$ cat config.mk
export PLATFORM = sky130hd
export DESIGN_NAME = rx_bypass_phase_delay_align
export DESIGN_NICKNAME = d
export VERILOG_FILES = /design/src/inc/rx_align_pkg.sv /design/src/verilog/rx_bypass_phase_delay_align.sv /design/src/verilog/rx_phase_tracker.sv
export SDC_FILE = /design/constraint.sdc
export NUM_CORES = 1
export LEC_CHECK = 0
export ABC_AREA = 1
export ABC_CLOCK_PERIOD_IN_PS = 9000
export BUFFER_PORTS_ARGS = -buffer_cell sky130_fd_sc_hd__buf_4
export CORE_UTILIZATION = 50
export DETAILED_ROUTE_END_ITERATION = 8
export PLACE_DENSITY_LB_ADDON = 0.15
export SETUP_SLACK_MARGIN = 0.05
export SLEW_MARGIN = 0
export SYNTH_ARGS = -nofsm -noshare
export SYNTH_HDL_FRONTEND = slang
export SYNTH_SLANG_ARGS = --single-unit
$ cat constraint.sdc
create_clock -name pclk -period 9 [get_ports pclk]
set_input_delay 0.45 -clock pclk [delete_from_list [all_inputs] [get_ports pclk]]
set_output_delay 0.45 -clock pclk [all_outputs]
set_load 0.02 [all_outputs]
$ cat src/inc/rx_align_pkg.sv
// package of constants, types and registers for the rx bypass alignment block
// Operation
// - power-down input stops the alignment circuit; low powers it up.
// - phase override enable loads phase counter from config bits 10:6.
// - delay soft reset walks the delay tap gradually to its centre.
// - delay tap spans +-4 ns full range or +-2 ns half range.
// - soft reset with other inputs low starts automatic alignment.
// - delay skip bypasses delay alignment; low uses it.
// - delay override enable loads delay counter from config bits 14:6.
// - delay soft reset done rises when the soft reset completes.
// - second phase-done rising edge after soft-reset-done marks completion.
// - alignment controls act only when the elastic buffer is bypassed; the delay and phase overrides here also act while it is in use.
package rx_align_pkg;
   // apb register offsets
   localparam logic [11:0] CTRL_OFS    = 12'h000;
   localparam logic [11:0] PHCFG_OFS   = 12'h004;
   localparam logic [11:0] DLYCFG_OFS  = 12'h008;
   localparam logic [11:0] STAT_OFS    = 12'h00C;
   localparam logic [11:0] IRQ_ST_OFS  = 12'h010;
   localparam logic [11:0] IRQ_EN_OFS  = 12'h014;
   localparam logic [11:0] IRQ_CLR_OFS = 12'h018;
   localparam logic [11:0] TAP_OFS     = 12'h01C;
   // control register fields
   localparam int CTRL_BUF_USE_BIT  = 0;
   localparam int CTRL_FULL_RNG_BIT = 1;
   // config vector field positions
   localparam int PH_OVR_LSB  = 6;
   localparam int PH_OVR_W    = 5;
   localparam int DLY_OVR_LSB = 6;
   localparam int DLY_OVR_W   = 9;
   localparam int PH_CFG_W    = 24;
   localparam int DLY_CFG_W   = 16;
   // interrupt bits
   localparam int IRQ_SRST_DONE = 0;
   localparam int IRQ_ALIGNED   = 1;
   localparam int IRQ_W         = 2;
   // reset values
   localparam logic [1:0]  CTRL_RST   = 2'h1;
   localparam logic [23:0] PHCFG_RST  = 24'h000000;
   localparam logic [15:0] DLYCFG_RST = 16'h0000;
   // delay tap: one step per cycle, range in ns and step in ps
   localparam int TAP_FULL_NS = 4;
   localparam int TAP_HALF_NS = 2;
   localparam int TAP_STEP_PS = 16;
   localparam logic [8:0] TAP_FULL_SPAN =
      9'(2 * TAP_FULL_NS * 1000 / TAP_STEP_PS - 1);
   localparam logic [8:0] TAP_HALF_SPAN =
      9'(2 * TAP_HALF_NS * 1000 / TAP_STEP_PS - 1);
   // phase lock: cycles the phase counter must sit still
   localparam logic [4:0] PH_SETTLE = 5'h08;

   typedef enum logic [2:0]
   {
      ST_OFF    = 3'b000,
      ST_IDLE   = 3'b001,
      ST_CENTRE = 3'b010,
      ST_PH1    = 3'b011,
      ST_DLY    = 3'b100,
      ST_PH2    = 3'b101,
      ST_DONE   = 3'b110
   } align_state_t;

   // synchronised pin inputs
   typedef struct packed
   {
      logic power_down;
      logic phase_ovr_en;
      logic soft_reset;
      logic delay_skip;
      logic delay_en;
      logic delay_ovr_en;
      logic phase_req;
   } align_ctl_t;

   typedef struct packed
   {
      align_ctl_t   s1;
      align_ctl_t   s2;
      logic         srst_q;
      align_state_t state;
      logic [8:0]   tap;
      logic [4:0]   phase;
      logic [4:0]   settle;
      logic         srst_done;
      logic         ph_done;
      logic [1:0]   ctrl;
      logic [23:0]  phcfg;
      logic [15:0]  dlycfg;
      logic [1:0]   irq_st;
      logic [1:0]   irq_en;
      logic         irq;
      logic [31:0]  prdata;
      logic         pready;
      logic         pslverr;
   } align_regs_t;
endpackage

$ cat src/verilog/rx_bypass_phase_delay_align.sv
// rx buffer-bypass phase and delay alignment control with apb registers
`timescale 1ns/1ps
module rx_bypass_phase_delay_align
   import rx_align_pkg::*;
(
   input  wire logic        pclk,
   input  wire logic        presetn,
   input  wire logic        psel,
   input  wire logic        penable,
   input  wire logic        pwrite,
   input  wire logic [11:0] paddr,
   input  wire logic [31:0] pwdata,
   output logic [31:0]      prdata,
   output logic             pready,
   output logic             pslverr,
   input  wire logic        align_power_down,
   input  wire logic        phase_count_override_en,
   input  wire logic        delay_soft_reset,
   input  wire logic        delay_align_skip,
   input  wire logic        delay_align_enable,
   input  wire logic        delay_count_override_en,
   input  wire logic        phase_align_request,
   input  wire logic [4:0]  phase_target,
   output logic             delay_soft_reset_done,
   output logic             phase_align_done,
   output logic [8:0]       delay_tap,
   output logic             irq
);
   align_regs_t r_ff;
   align_regs_t nxt_r;
   align_ctl_t  pins;
   logic [4:0]  ph_val;
   logic        ph_locked;
   logic        ph_run;
   logic [8:0]  span;
   logic [8:0]  centre;
   logic        wr;
   logic        rd;
   logic [1:0]  ev;

   function automatic logic hit(input logic [11:0] a, input logic [11:0] o);
      return a == o;
   endfunction

   assign pins.power_down   = align_power_down;
   assign pins.phase_ovr_en = phase_count_override_en;
   assign pins.soft_reset   = delay_soft_reset;
   assign pins.delay_skip   = delay_align_skip;
   assign pins.delay_en     = delay_align_enable;
   assign pins.delay_ovr_en = delay_count_override_en;
   assign pins.phase_req    = phase_align_request;

   assign span   = r_ff.ctrl[CTRL_FULL_RNG_BIT] ? TAP_FULL_SPAN
                                                : TAP_HALF_SPAN;
   assign centre = {1'b0, span[8:1]};
   assign ph_run = (r_ff.state == ST_PH1) || (r_ff.state == ST_PH2);
   assign wr     = psel && penable && pwrite;
   assign rd     = psel && penable && !pwrite;

   rx_phase_tracker u_phase
   (
      .pclk      (pclk),
      .presetn   (presetn),
      .run       (ph_run),
      .ovr_en    (r_ff.s2.phase_ovr_en),
      .ovr_val   (r_ff.phcfg[PH_OVR_LSB +: PH_OVR_W]),
      .target    (phase_target),
      .phase_ff  (ph_val),
      .locked_ff (ph_locked)
   );

   always_comb
   begin
      nxt_r        = r_ff;
      ev           = 2'b00;
      nxt_r.s1     = pins;
      nxt_r.s2     = r_ff.s1;
      nxt_r.srst_q = r_ff.s2.soft_reset;
      nxt_r.pready = 1'b0;
      nxt_r.pslverr = 1'b0;
      nxt_r.phase  = ph_val;

      if (r_ff.s2.power_down || r_ff.ctrl[CTRL_BUF_USE_BIT])
      begin
         nxt_r.state     = ST_OFF;
         nxt_r.srst_done = 1'b0;
         nxt_r.ph_done   = 1'b0;
      end
      else
      begin
         unique case (r_ff.state)
            ST_OFF:
            begin
               nxt_r.state = ST_IDLE;
            end
            ST_IDLE, ST_DONE:
            begin
               // automatic start needs every other input low
               if (r_ff.s2.soft_reset && !r_ff.srst_q &&
                   !r_ff.s2.phase_ovr_en && !r_ff.s2.delay_en &&
                   !r_ff.s2.delay_ovr_en && !r_ff.s2.phase_req &&
                   !r_ff.s2.delay_skip)
               begin
                  nxt_r.state     = ST_CENTRE;
                  nxt_r.srst_done = 1'b0;
                  nxt_r.ph_done   = 1'b0;
               end
            end
            ST_CENTRE:
            begin
               if (r_ff.tap == centre)
               begin
                  nxt_r.srst_done = 1'b1;
                  ev[IRQ_SRST_DONE] = 1'b1;
                  nxt_r.state     = ST_PH1;
               end
               else if (r_ff.tap < centre)
               begin
                  nxt_r.tap = r_ff.tap + 9'h001;
               end
               else
               begin
                  nxt_r.tap = r_ff.tap - 9'h001;
               end
            end
            ST_PH1:
            begin
               if (ph_locked)
               begin
                  nxt_r.ph_done = 1'b1; // first rising edge
                  nxt_r.state   = ST_DLY;
               end
            end
            ST_DLY:
            begin
               nxt_r.ph_done = 1'b0;
               if (r_ff.s2.delay_skip)
               begin
                  nxt_r.state = ST_PH2;
               end
               else if (r_ff.s2.delay_ovr_en)
               begin
                  nxt_r.tap   = r_ff.dlycfg[DLY_OVR_LSB +: DLY_OVR_W];
                  nxt_r.state = ST_PH2;
               end
               else
               begin
                  // fine delay trim from the locked phase
                  nxt_r.tap   = centre + {4'h0, ph_val} - 9'h010;
                  nxt_r.state = ST_PH2;
               end
            end
            ST_PH2:
            begin
               if (ph_locked)
               begin
                  nxt_r.ph_done   = 1'b1; // second rising edge
                  ev[IRQ_ALIGNED] = 1'b1;
                  nxt_r.state     = ST_DONE;
               end
            end
            default:
            begin
               nxt_r.state = ST_OFF;
            end
         endcase
      end
      // override takes effect whenever its enable is high and delay skip is low
      if (r_ff.s2.delay_ovr_en && !r_ff.s2.delay_skip)
      begin
         nxt_r.tap = r_ff.dlycfg[DLY_OVR_LSB +: DLY_OVR_W];
      end
      if (nxt_r.tap > span)
      begin
         nxt_r.tap = span;
      end

      // apb access, one wait state
      if (psel && penable && !r_ff.pready)
      begin
         nxt_r.pready = 1'b1;
      end
      if (wr && r_ff.pready)
      begin
         if (hit(paddr, CTRL_OFS))
            nxt_r.ctrl = pwdata[1:0];
         else if (hit(paddr, PHCFG_OFS))
            nxt_r.phcfg = pwdata[PH_CFG_W-1:0];
         else if (hit(paddr, DLYCFG_OFS))
            nxt_r.dlycfg = pwdata[DLY_CFG_W-1:0];
         else if (hit(paddr, IRQ_EN_OFS))
            nxt_r.irq_en = pwdata[IRQ_W-1:0];
         else if (hit(paddr, IRQ_CLR_OFS))
            nxt_r.irq_st = r_ff.irq_st & ~pwdata[IRQ_W-1:0];
         else if (!hit(paddr, STAT_OFS) && !hit(paddr, IRQ_ST_OFS) &&
                  !hit(paddr, TAP_OFS))
            nxt_r.pslverr = 1'b0;
      end
      if (psel && penable && !r_ff.pready)
      begin
         nxt_r.pslverr = !(hit(paddr, CTRL_OFS) || hit(paddr, PHCFG_OFS) ||
                           hit(paddr, DLYCFG_OFS) || hit(paddr, STAT_OFS) ||
                           hit(paddr, IRQ_ST_OFS) || hit(paddr, IRQ_EN_OFS) ||
                           hit(paddr, IRQ_CLR_OFS) || hit(paddr, TAP_OFS));
         nxt_r.prdata = 32'h00000000;
         if (!pwrite)
         begin
            if (hit(paddr, CTRL_OFS))
               nxt_r.prdata = {30'h0, r_ff.ctrl};
            else if (hit(paddr, PHCFG_OFS))
               nxt_r.prdata = {8'h00, r_ff.phcfg};
            else if (hit(paddr, DLYCFG_OFS))
               nxt_r.prdata = {16'h0000, r_ff.dlycfg};
            else if (hit(paddr, STAT_OFS))
               nxt_r.prdata = {22'h0, r_ff.phase, r_ff.state,
                               r_ff.ph_done, r_ff.srst_done};
            else if (hit(paddr, IRQ_ST_OFS))
               nxt_r.prdata = {30'h0, r_ff.irq_st};
            else if (hit(paddr, IRQ_EN_OFS))
               nxt_r.prdata = {30'h0, r_ff.irq_en};
            else if (hit(paddr, TAP_OFS))
               nxt_r.prdata = {23'h0, r_ff.tap};
         end
      end
      else if (!rd)
      begin
         nxt_r.prdata = 32'h00000000;
      end
      // set wins over clear
      nxt_r.irq_st = nxt_r.irq_st | ev;
      nxt_r.irq    = |(nxt_r.irq_st & nxt_r.irq_en);
   end

   always_ff @(posedge pclk or negedge presetn)
   begin
      if (!presetn)
      begin
         r_ff        <= '0;
         r_ff.state  <= ST_OFF;
         r_ff.ctrl   <= CTRL_RST;
         r_ff.phcfg  <= PHCFG_RST;
         r_ff.dlycfg <= DLYCFG_RST;
      end
      else
      begin
         r_ff <= nxt_r;
      end
   end

   assign prdata                = r_ff.prdata;
   assign pready                = r_ff.pready;
   assign pslverr               = r_ff.pslverr;
   assign delay_soft_reset_done = r_ff.srst_done;
   assign phase_align_done      = r_ff.ph_done;
   assign delay_tap             = r_ff.tap;
   assign irq                   = r_ff.irq;
endmodule

$ cat src/verilog/rx_phase_tracker.sv
// phase counter that walks toward the sampled target and reports lock
`timescale 1ns/1ps
module rx_phase_tracker
   import rx_align_pkg::*;
(
   input  wire logic       pclk,
   input  wire logic       presetn,
   input  wire logic       run,
   input  wire logic       ovr_en,
   input  wire logic [4:0] ovr_val,
   input  wire logic [4:0] target,
   output logic [4:0]      phase_ff,
   output logic            locked_ff
);
   logic [4:0] nxt_phase;
   logic [4:0] settle_ff;
   logic [4:0] nxt_settle;
   logic       nxt_locked;

   always_comb
   begin
      nxt_phase  = phase_ff;
      nxt_settle = settle_ff;
      nxt_locked = 1'b0;
      // override wins whether or not an alignment step is running
      if (ovr_en)
      begin
         nxt_phase  = ovr_val;
         nxt_settle = 5'h00;
      end
      else if (!run)
      begin
         nxt_settle = 5'h00;
      end
      else if (phase_ff != target)
      begin
         nxt_phase  = (phase_ff < target) ? phase_ff + 5'h01
                                          : phase_ff - 5'h01;
         nxt_settle = 5'h00;
      end
      else if (settle_ff != PH_SETTLE)
      begin
         nxt_settle = settle_ff + 5'h01;
      end
      else
      begin
         nxt_locked = 1'b1;
      end
   end

   always_ff @(posedge pclk or negedge presetn)
   begin
      if (!presetn)
      begin
         phase_ff  <= 5'h00;
         settle_ff <= 5'h00;
         locked_ff <= 1'b0;
      end
      else
      begin
         phase_ff  <= nxt_phase;
         settle_ff <= nxt_settle;
         locked_ff <= nxt_locked;
      end
   end
endmodule

==> run metrics, run 1 <==
CTS tree=built; total setup buffers inserted after CTS=0; area grow syn2layout=17.8%; share of layout cells above drive strength 1=16.5%; CTS resizes=0; Cell variety after synth=46; Max rail drop VDD=193 uV; CP required=between 9 and 10 ns; PortBufs=90; root buffer cell=clkbuf_16; CTS sink cnt=118; pre-CTS setup slack=4.80 ns; reg2reg setup slack=around 4.7 ns; crit path to=delay_tap[1]; worst endpoint data arrival time=4.67 ns; critical path's slowest cell=dfrtp_1; CTS Hold Bufs=0; RSZ-0062 raised after global routing=no; Layout Cells excl Fill=approximately 1100; clk buf depth=2; Yosys reg bits=118; Total Power=1.79 mW; Avg Inst Size Synth=8.05 sq um; global-route usage over all layers=26.1%; most frequent CP cell=nand2_1; max frequency=232 MHz; number of synthesized flops with an enable pin=0; synth cell count leaders=199 x nand2_1, 117 x dfrtp_1, 107 x inv_1; Slew @ Worst Pin=1.16 ns; post-route cell area=7800 sq um; Iteration-0 DRC Markers=425; first-pass GRT wire length=26400 um; Setup crit start=r_ff[80]; initial antenna violation count=0; GRT overflow=0; period utilization=a little under half; ant diodes=0; I/O pins=about 110; Setup crit start kind=register; core area=12800 sq um; R2R cell count=26; vias per cell=5.29; placed instance area=7190 sq um; max-slew violations=0; DRC viols=0; maxcap violations=0; top-area cell type share of the netlist area=44.2%; most numerous cell in the Yosys netlist=nand2_1; Final ANT Viol Nets=0; WS Path Type=reg2reg; leak pwr=between 4 and 5 nW; Max transition margin=22.1%; Total Die Area=13700 sq um; die span in y=117 um; crit path time final=4.32 ns; row count=41; clock skew=0.00977 ns; number of H-tree levels=4; # setup viols final=0; Reg-to-Reg Start=r_ff[80]; nets@finish=977; CP peak stage delay=0.62 ns; worst hold path class=in2async; Async SR Flop Fraction=100%; Final Hold Slack=about 0.089 ns; Syn Std Cell Area=6620 sq um; drt pass-1 iters=5; Ys Warns=0; final hold violation count=0; final WL=16600 um; vias in the first global route=5380; pwr dens=about 230 nW/um^2; setup TNS=0 ns; status=finished, final reports clean; most common flop cell mapped by yosys=dfrtp_1; Horiz. Die Dim=117 um; RePlAce Congestion=~0.88; worst-path maximum fanout=11; leading area contributor after synthesis=dfrtp_1; synth top area cells=dfrtp_1 44%, nand2_1 11%, inv_1 6.1%; RR Endpoint=delay_tap[1]; DP HPWL=12100 um; placed cell count=around 1000; total number of vias=5654; Skew-Pair Late Insertion Delay=0.42 ns; post-route setup slack=4.68 ns; Num CTS Buffers=17; sequential share of the synthesized area=44.6%; Starting Density=around 52%; Worst Setup End Kind=register; DR WL/cell=approximately 16 um; Util after Layout=61.1%; maximum number of pins on one net before global-route repair=61; Cells after Synth=823; Worst-path clk slew=0.06 ns
placed cells by master, fill, tap and decap left out, types with 17 or more instances in the layout:
cell	synthesis	routed
a21oi_1	23	23
inv_1	107	107
dfrtp_1	117	117
nor2_1	59	59
o21ai_0	77	77
ha_1	30	30
nand3_1	62	62
buf_4	41	92
nand2_1	199	199
clkbuf_16	0	17
sequential cells by signal, indices dropped and copies added, names as in the netlist:
name                   cells
pslverr                    1
r_ff                      61
delay_soft_reset_done      1
u_phase.phase_ff           5
nxt_r                      8
pready                     1
delay_tap                  9
u_phase.settle_ff          5
irq                        1
u_phase.locked_ff          1
prdata                    24
phase_align_done           1
routing by layer:
layer / vias up / wire length (um) / global-route usage, %
li1: 2760 / - / -
met4: 0 / 444 / 11.7
met2: 158 / 8000 / 42.5
met3: 32 / 739 / 4.84
met1: 2704 / 7400 / 33.9
met5: - / 0 / 0
worst max-delay path, delay by kind of cell (launching register included):
| family | cells | cell delay [ns] |
|---|---|---|
| AOI/OAI and AO/OA | 3 | 0.34 |
| adders and majority gates | 3 | 1.02 |
| DFF | 1 | 0.62 |
| buffers and inverters | 1 | 0.25 |
| and+or+nand+nor | 19 | 2.01 |
final cells by class:
cell class	instances	area, sq um
fillers	1174	4970
flip-flops and latches	118	2950
multi-input cells	541	2900
repair buffers	92	691
clock buffers	20	437
inverters	114	428
well taps	172	215
clock inverters	12	176
how the worst min path moves through the flow:
stage / slack [ns] / end
2_1_floorplan: 0.15 / delay_soft_reset_done
3_3_place_gp: 0.33 / nxt_r[105]
3_5_place_dp: 0.33 / r_ff[106]
4_1_cts: 0.12 / r_ff[71]
5_1_grt: 0.13 / nxt_r[106]
6_report: 0.09 / r_ff[71]
cells by family (layout without fill, tap and decap cells):
family / Yosys count / count (layout) / synth area share [%]
AO/OA/AOI/OAI: 143 / 143 / 13.1
XOR/XNOR: 8 / 8 / 1.06
adder cells (fa/ha/maj): 32 / 32 / 6.27
buffers and inverters: 171 / 238 / 12.0
flip-flops: 118 / 118 / 44.6
multiplexers: 7 / 7 / 1.19
other: 1 / 8 / 0.0566
AND/OR/NAND/NOR: 343 / 343 / 21.7
power by group:
part           leakage (nW)  switching, mW  internal [mW]
clock                 0.295          0.242          0.463
combinational          2.20          0.297          0.172
sequential             1.57         0.0537          0.559
Power figures use the tool's default switching activity.
==> run 2, diff against run 1 <==
--- a/config.mk
+++ b/config.mk
@@ -6,7 +6,7 @@
 export NUM_CORES = 1
 export LEC_CHECK = 0
 export ABC_AREA = 1
-export ABC_CLOCK_PERIOD_IN_PS = 9000
+export ABC_CLOCK_PERIOD_IN_PS = 3700
 export BUFFER_PORTS_ARGS = -buffer_cell sky130_fd_sc_hd__buf_4
 export CORE_UTILIZATION = 50
 export DETAILED_ROUTE_END_ITERATION = 8
==> constraint.sdc (replaced) <==
create_clock -name pclk -period 3.7 [get_ports pclk]
set_input_delay 0.185 -clock pclk [delete_from_list [all_inputs] [get_ports pclk]]
set_output_delay 0.185 -clock pclk [all_outputs]
set_load 0.02 [all_outputs]
==> run metrics, run 2 (synthesis results as in run 1) <==
Iteration-0 DRC Markers=387 (-8.9%); total number of vias=5790 (+2.4%); DP HPWL=12400 um (+2.1%); initial antenna violation count=0 (unchanged); Hold Path Sink=r_ff[71]; # setup viols final=0 (unchanged); most common cell after layout, fill and taps aside=nand2_1; CP required=4.05 ns (-5.30 ns); Final ANT Viol Nets=0 (unchanged); clock skew=0.00778 ns (-0.00198 ns); R2R cell count=23 (-12%); drt pass-1 iters=4 (-1); WS Path Type=reg2reg; crit path time final=3.51 ns (-0.808 ns); clk buf depth=2 (unchanged); Horiz. Die Dim=117 um (unchanged); area grow syn2layout=24.2%; Setup crit start=r_ff[80]; pwr dens=550 nW/um^2 (+140%); final hold violation count=0 (unchanged); Util after Layout=64.4% (+3.3 points); status=finished, final reports clean; max-slew violations=0 (unchanged); first-pass GRT wire length=27300 um (+3.1%); Setup crit start kind=register; period utilization=94.8% (+47 points); Worst-path clk slew=0.05 ns (about the same); share of layout cells above drive strength 1=20.9% (+4.4 points); maxcap violations=0 (unchanged); commonest cells after routing, fill and taps aside=192 x nand2_1, 117 x buf_4, 116 x dfrtp_1; ant diodes=0 (unchanged); post-route setup slack=0.192 ns (-4.49 ns); PortBufs=90 (unchanged); Max transition margin=26.2% (+4.0 points); max reg flops=61 (unchanged); Filler cells=1148 (-2.2%); reg2reg setup slack=0.19 ns (-4.49 ns); Total Die Area=13700 sq um (unchanged); die span in y=117 um (unchanged); Max rail drop VDD=385 uV (+100%); vias in the first global route=5593 (+4.0%); hold wc startpoint=pwdata[16]; core area=12800 sq um (unchanged); worst endpoint data arrival time=3.86 ns (-0.81 ns); Biggest register=r_ff; leak pwr=4.23 nW (+4.1%); vias per cell=5.23 (-1.2%); RePlAce Congestion=0.896 (+2.4%); DR WL/cell=15.6 um (+0.88%); RR Endpoint=delay_tap[1]; DRC viols=0 (unchanged); I/O pins=107 (unchanged); number of H-tree levels=4 (unchanged); CTS tree=built; max frequency=285 MHz (+23%); hold depth=2; row count=41 (unchanged); Slew @ Worst Pin=1.10 ns (-0.0593 ns); nets@finish=1016 (+4.0%); worst-path maximum fanout=7 (-4); Num CTS Buffers=17 (unchanged); Starting Density=51.8% (unchanged); final WL=17300 um (+4.6%); maximum number of pins on one net before global-route repair=50 (-18%); GRT overflow=0 (unchanged); worst hold path class=in2reg; global-route usage over all layers=26.7% (+0.60 points); CTS sink cnt=118 (unchanged); root buffer cell=clkbuf_16; placed cell count=1061 (+2.3%); Layout Cells excl Fill=1108 (+3.6%); Reg-to-Reg Start=r_ff[80]; Final Hold Slack=0.0154 ns (-0.0731 ns); pre-CTS setup slack=-0.00865 ns (-4.81 ns); Skew-Pair Late Insertion Delay=0.41 ns (about the same); setup TNS=0 ns (unchanged); Worst Setup End Kind=register
-- run 2: cell count changes in the layout (fill, tap and decap cells not counted), sizes merged --
| cell | before | now |
|---|---|---|
| inv | 116 | 114 |
| buf | 92 | 117 |
| clkinv | 4 | 5 |
| dlygate4sd3 | 0 | 13 |
| bufinv | 4 | 2 |
| clkinvlp | 2 | 1 |
| nand2 | 204 | 205 |
| clkbuf | 20 | 24 |
-- run 2: stage by stage --
stage / cell area (sq um) / total power, mW
after global routing: 8220 / 4.80
after detailed placement: 7370 / 2.78
after global placement: 7370 / 2.75
after floorplan: 6650 / 2.32
final: 8220 / 4.52
after CTS: 8070 / 4.39
-- run 2: area by class of cell --
class | count | area, sq um | area share (%)
clock buffer | 24 | 462 | 5.61
clock inverter | 8 | 100 | 1.22
inverter | 114 | 428 | 5.20
multi-input combinational | 542 | 3050 | 37.1
sequential | 118 | 2960 | 35.9
tap | 172 | 215 | 2.62
timing repair buffer | 130 | 1010 | 12.3
-- run 2: worst max-delay path, cell delays in order, from the launching register on --
cell,delay (ns)
dfrtp_2,0.46
ha_4,0.26
a21boi_1,0.13
o21ai_2,0.19
nand2_4,0.15
ha_4,0.33
nand2_2,0.05
nor2_1,0.10
nand2_1,0.07
nand3_1,0.08
nand2_2,0.06
a21oi_2,0.16
o21bai_1,0.09
nand3_1,0.09
nand2_1,0.05
nand2_1,0.07
a21oi_2,0.07
ha_1,0.32
nand3_1,0.10
nor2_2,0.17
nand4_4,0.16
nand2_4,0.14
nand2_1,0.06
nand2_1,0.06
-- run 2: timing repair --
action	CTS	global route
hold endpoints to repair	58	0
resized for setup	2	31
setup endpoints to repair	9	9
setup buffers	0	1
cloned	0	1
pin swaps	1	18
hold buffers	13	0
-- run 2: how the worst max path moves through the flow --
stage	end
6_report	delay_tap[1]
5_1_grt	delay_tap[3]
4_1_cts	delay_tap[3]
3_5_place_dp	delay_tap[5]
3_3_place_gp	delay_tap[1]
2_1_floorplan	delay_tap[1]
-- run 2: per-layer routing --
metal  track usage, %  up-vias  wire (um)
met5                0        -          0
met4             11.4        0        473
met3             5.36       32        854
met2             44.0      168       8360
met1             34.3     2753       7640
li1                 -     2837          -
-- run 2: power by group --
group	switching (mW)	total, mW	leakage (nW)	internal, mW
clock	0.573	1.58	0.272	1.01
sequential	0.0679	1.43	1.57	1.36
combinational	0.902	1.52	2.39	0.614
total	1.54	4.52	4.23	2.98
==> run 3, diff against run 2 <==
--- a/config.mk
+++ b/config.mk
@@ -11,6 +11,7 @@
 export CORE_UTILIZATION = 50
 export DETAILED_ROUTE_END_ITERATION = 8
 export PLACE_DENSITY_LB_ADDON = 0.15
+export REMOVE_ABC_BUFFERS = 1
 export SETUP_SLACK_MARGIN = 0.05
 export SLEW_MARGIN = 0
 export SYNTH_ARGS = -nofsm -noshare
==> run metrics, run 3 (synthesis results as in run 1) <==
Iteration-0 DRC Markers=404 (+4.4%); total number of vias=5932 (+2.5%); Internal=3.08 mW (+3.4%); most common cell after layout, fill and taps aside=nand2_1; Final ANT Viol Nets=0 (unchanged); reg2reg setup slack=0.23 ns (+0.04 ns); DR top layer=met4; Register Area=2960 sq um (unchanged); clock skew=0.00954 ns (+0.00176 ns); area grow syn2layout=25.8%; GRT overflow=0 (unchanged); RSZ-0062 raised after global routing=yes; Worst-path clk slew=0.06 ns (about the same); nets@finish=1021 (+0.49%); worst hold path class=in2reg; initial antenna violation count=0 (unchanged); vias per cell=5.33 (+2.1%); R2R cell count=21 (-8.7%); share of layout cells above drive strength 1=22.0% (+1.1 points); Filler cells=1069 (-6.9%); Skew-Pair Late Insertion Delay=0.42 ns (about the same); CP peak stage delay=0.46 ns (about the same); PortBufs=90 (unchanged); DR WL/cell=16.8 um (+7.2%); Logic pwr share=33.7% (+0.2 points); Setup crit start kind=register; maxcap violations=0 (unchanged); global-route usage over all layers=28.7% (+2.0 points); vias in the first global route=5823 (+4.1%); leak pwr=4.27 nW (+0.96%); worst-path maximum fanout=7 (unchanged); RR Endpoint=delay_tap[7]; Horiz. Die Dim=117 um (unchanged); Max rail drop VDD=311 uV (-19%); max frequency=288 MHz (+1.1%); Biggest register=r_ff; number of H-tree levels=4 (unchanged); commonest cells after routing, fill and taps aside=193 x nand2_1, 119 x buf_4, 116 x dfrtp_1; Reg-to-Reg Start=r_ff[80]; maximum number of pins on one net before global-route repair=75 (+50%); final WL=18700 um (+7.6%); Total Die Area=13700 sq um (unchanged); CTS sink cnt=118 (unchanged); I/O pins=107 (unchanged); met3 routed WL=943 um (+10%); Final Hold Slack=0.00716 ns (-0.00824 ns); crit path to=delay_tap[7]; Num CTS Buffers=17 (unchanged); critical path's slowest cell=dfrtp_2; CP required=4.00 ns (-0.05 ns); CTS tree=built; Worst Setup End Kind=register; pwr dens=558 nW/um^2 (+1.4%); worst endpoint data arrival time=3.77 ns (-0.09 ns); worst path cell trace=ha_4, a21boi_4, o21ai_2, nand2_4, buf_6, fa_2, nand2_1, nand3_2, nand2_2, a21oi_2, o21bai_1, nand3_2, nand2_2, nand2_2, a21oi_4, ha_4, nand3_2, nor2_2, nand4_4, nand2_4, nand2_1; # setup viols final=0 (unchanged); Max transition margin=35.4% (+9.3 points); status=finished, final reports clean; max-slew violations=0 (unchanged); clk buf depth=2 (unchanged); hold wc startpoint=pwdata[23]; WS Path Type=reg2reg; Slew @ Worst Pin=0.968 ns (-0.136 ns); met2 WL=8980 um (+7.3%); P_sw=1.57 mW (+1.6%); Reg power frac=30.6% (-1.0 points); row count=41 (unchanged); DP HPWL=13400 um (+8.5%); DRC viols=0 (unchanged); max reg flops=61 (unchanged); final hold violation count=0 (unchanged); area of the multi-input gates=3080 sq um (+0.90%); drt pass-1 iters=5 (+1); crit path time final=3.47 ns (-0.0391 ns); ant diodes=0 (unchanged); Switching Fraction=33.7% (-0.39 points); Starting Density=51.8% (unchanged); root buffer cell=clkbuf_16; clock power share=35.7% (+0.8 points); core area=12800 sq um (unchanged); first-pass GRT wire length=29100 um (+6.8%); RePlAce Congestion=0.913 (+1.9%); Post-Route M1 WL=8330 um (+9.0%); Setup crit start=r_ff[80]; die span in y=117 um (unchanged); period utilization=93.8% (-1.1 points); Total Power=4.65 mW (+2.8%)
## run 3: critical path: cells and delay by family, from the launching register on
kind	cells	cell delay [ns]
buffers and inverters	1	0.15
AOI/OAI and AO/OA	5	0.73
and+or+nand+nor	12	1.24
DFF	1	0.46
adders and majority gates	3	0.76
## run 3: what timing repair did
action,in CTS,in global routing
hold buffers,13,1
setup buffers,0,3
hold endpoints to repair,83,1
setup endpoints to repair,0,9
gates resized for setup,0,38
## run 3: area by class of cell
type / count / area share (%)
repair buffers: 135 / 12.7
multi-input cells: 542 / 37.0
well taps: 172 / 2.58
flip-flops and latches: 118 / 35.5
inverters: 114 / 5.13
clock buffers: 20 / 5.36
clock inverters: 11 / 1.82
## run 3: power by group through the flow
stage                     clock (mW)  sequential [mW]  combinational (mW)
after floorplan                    0             1.50               0.759
after global placement             0             1.44                1.33
after detailed placement           0             1.44                1.35
after CTS                       1.68             1.42                1.37
after global routing            1.73             1.43                1.74
final                           1.66             1.42                1.57
## run 3: through the flow
| step | cell area [sq um] | TNS (ns) | setup slack (ns) | utilization, % | cells |
|---|---|---|---|---|---|
| after floorplan | 6280 | 0 | 0.339 | - | 773 |
| after global placement | 7380 | 0 | 0.190 | 57.8 | 1063 |
| after detailed placement | 7380 | 0 | 0.0696 | 57.8 | 1063 |
| after CTS | 8110 | 0 | 0.0631 | 63.5 | 1107 |
| after global routing | 8330 | -0.0690 | -0.0283 | 65.2 | 1112 |
| final | 8330 | 0 | 0.231 | 65.2 | 1112 |
## run 3: how the worst min path moves through the flow
stage / end / slack (ns) / cells past startpoint
6_report: r_ff[78] / 0.007 / 3
5_1_grt: r_ff[74] / 0.02 / 2
4_1_cts: r_ff[73] / 0.001 / 2
3_5_place_dp: nxt_r[108] / 0.30 / 1
3_3_place_gp: nxt_r[111] / 0.29 / 1
2_1_floorplan: delay_soft_reset_done / -0.11 / 0
## run 3: layer usage
metal / vias to the layer above / GRT usage, %
li1: 2849 / -
met1: 2877 / 37.4
met2: 178 / 47.5
met3: 28 / 5.25
met4: 0 / 11.3
met5: - / 0
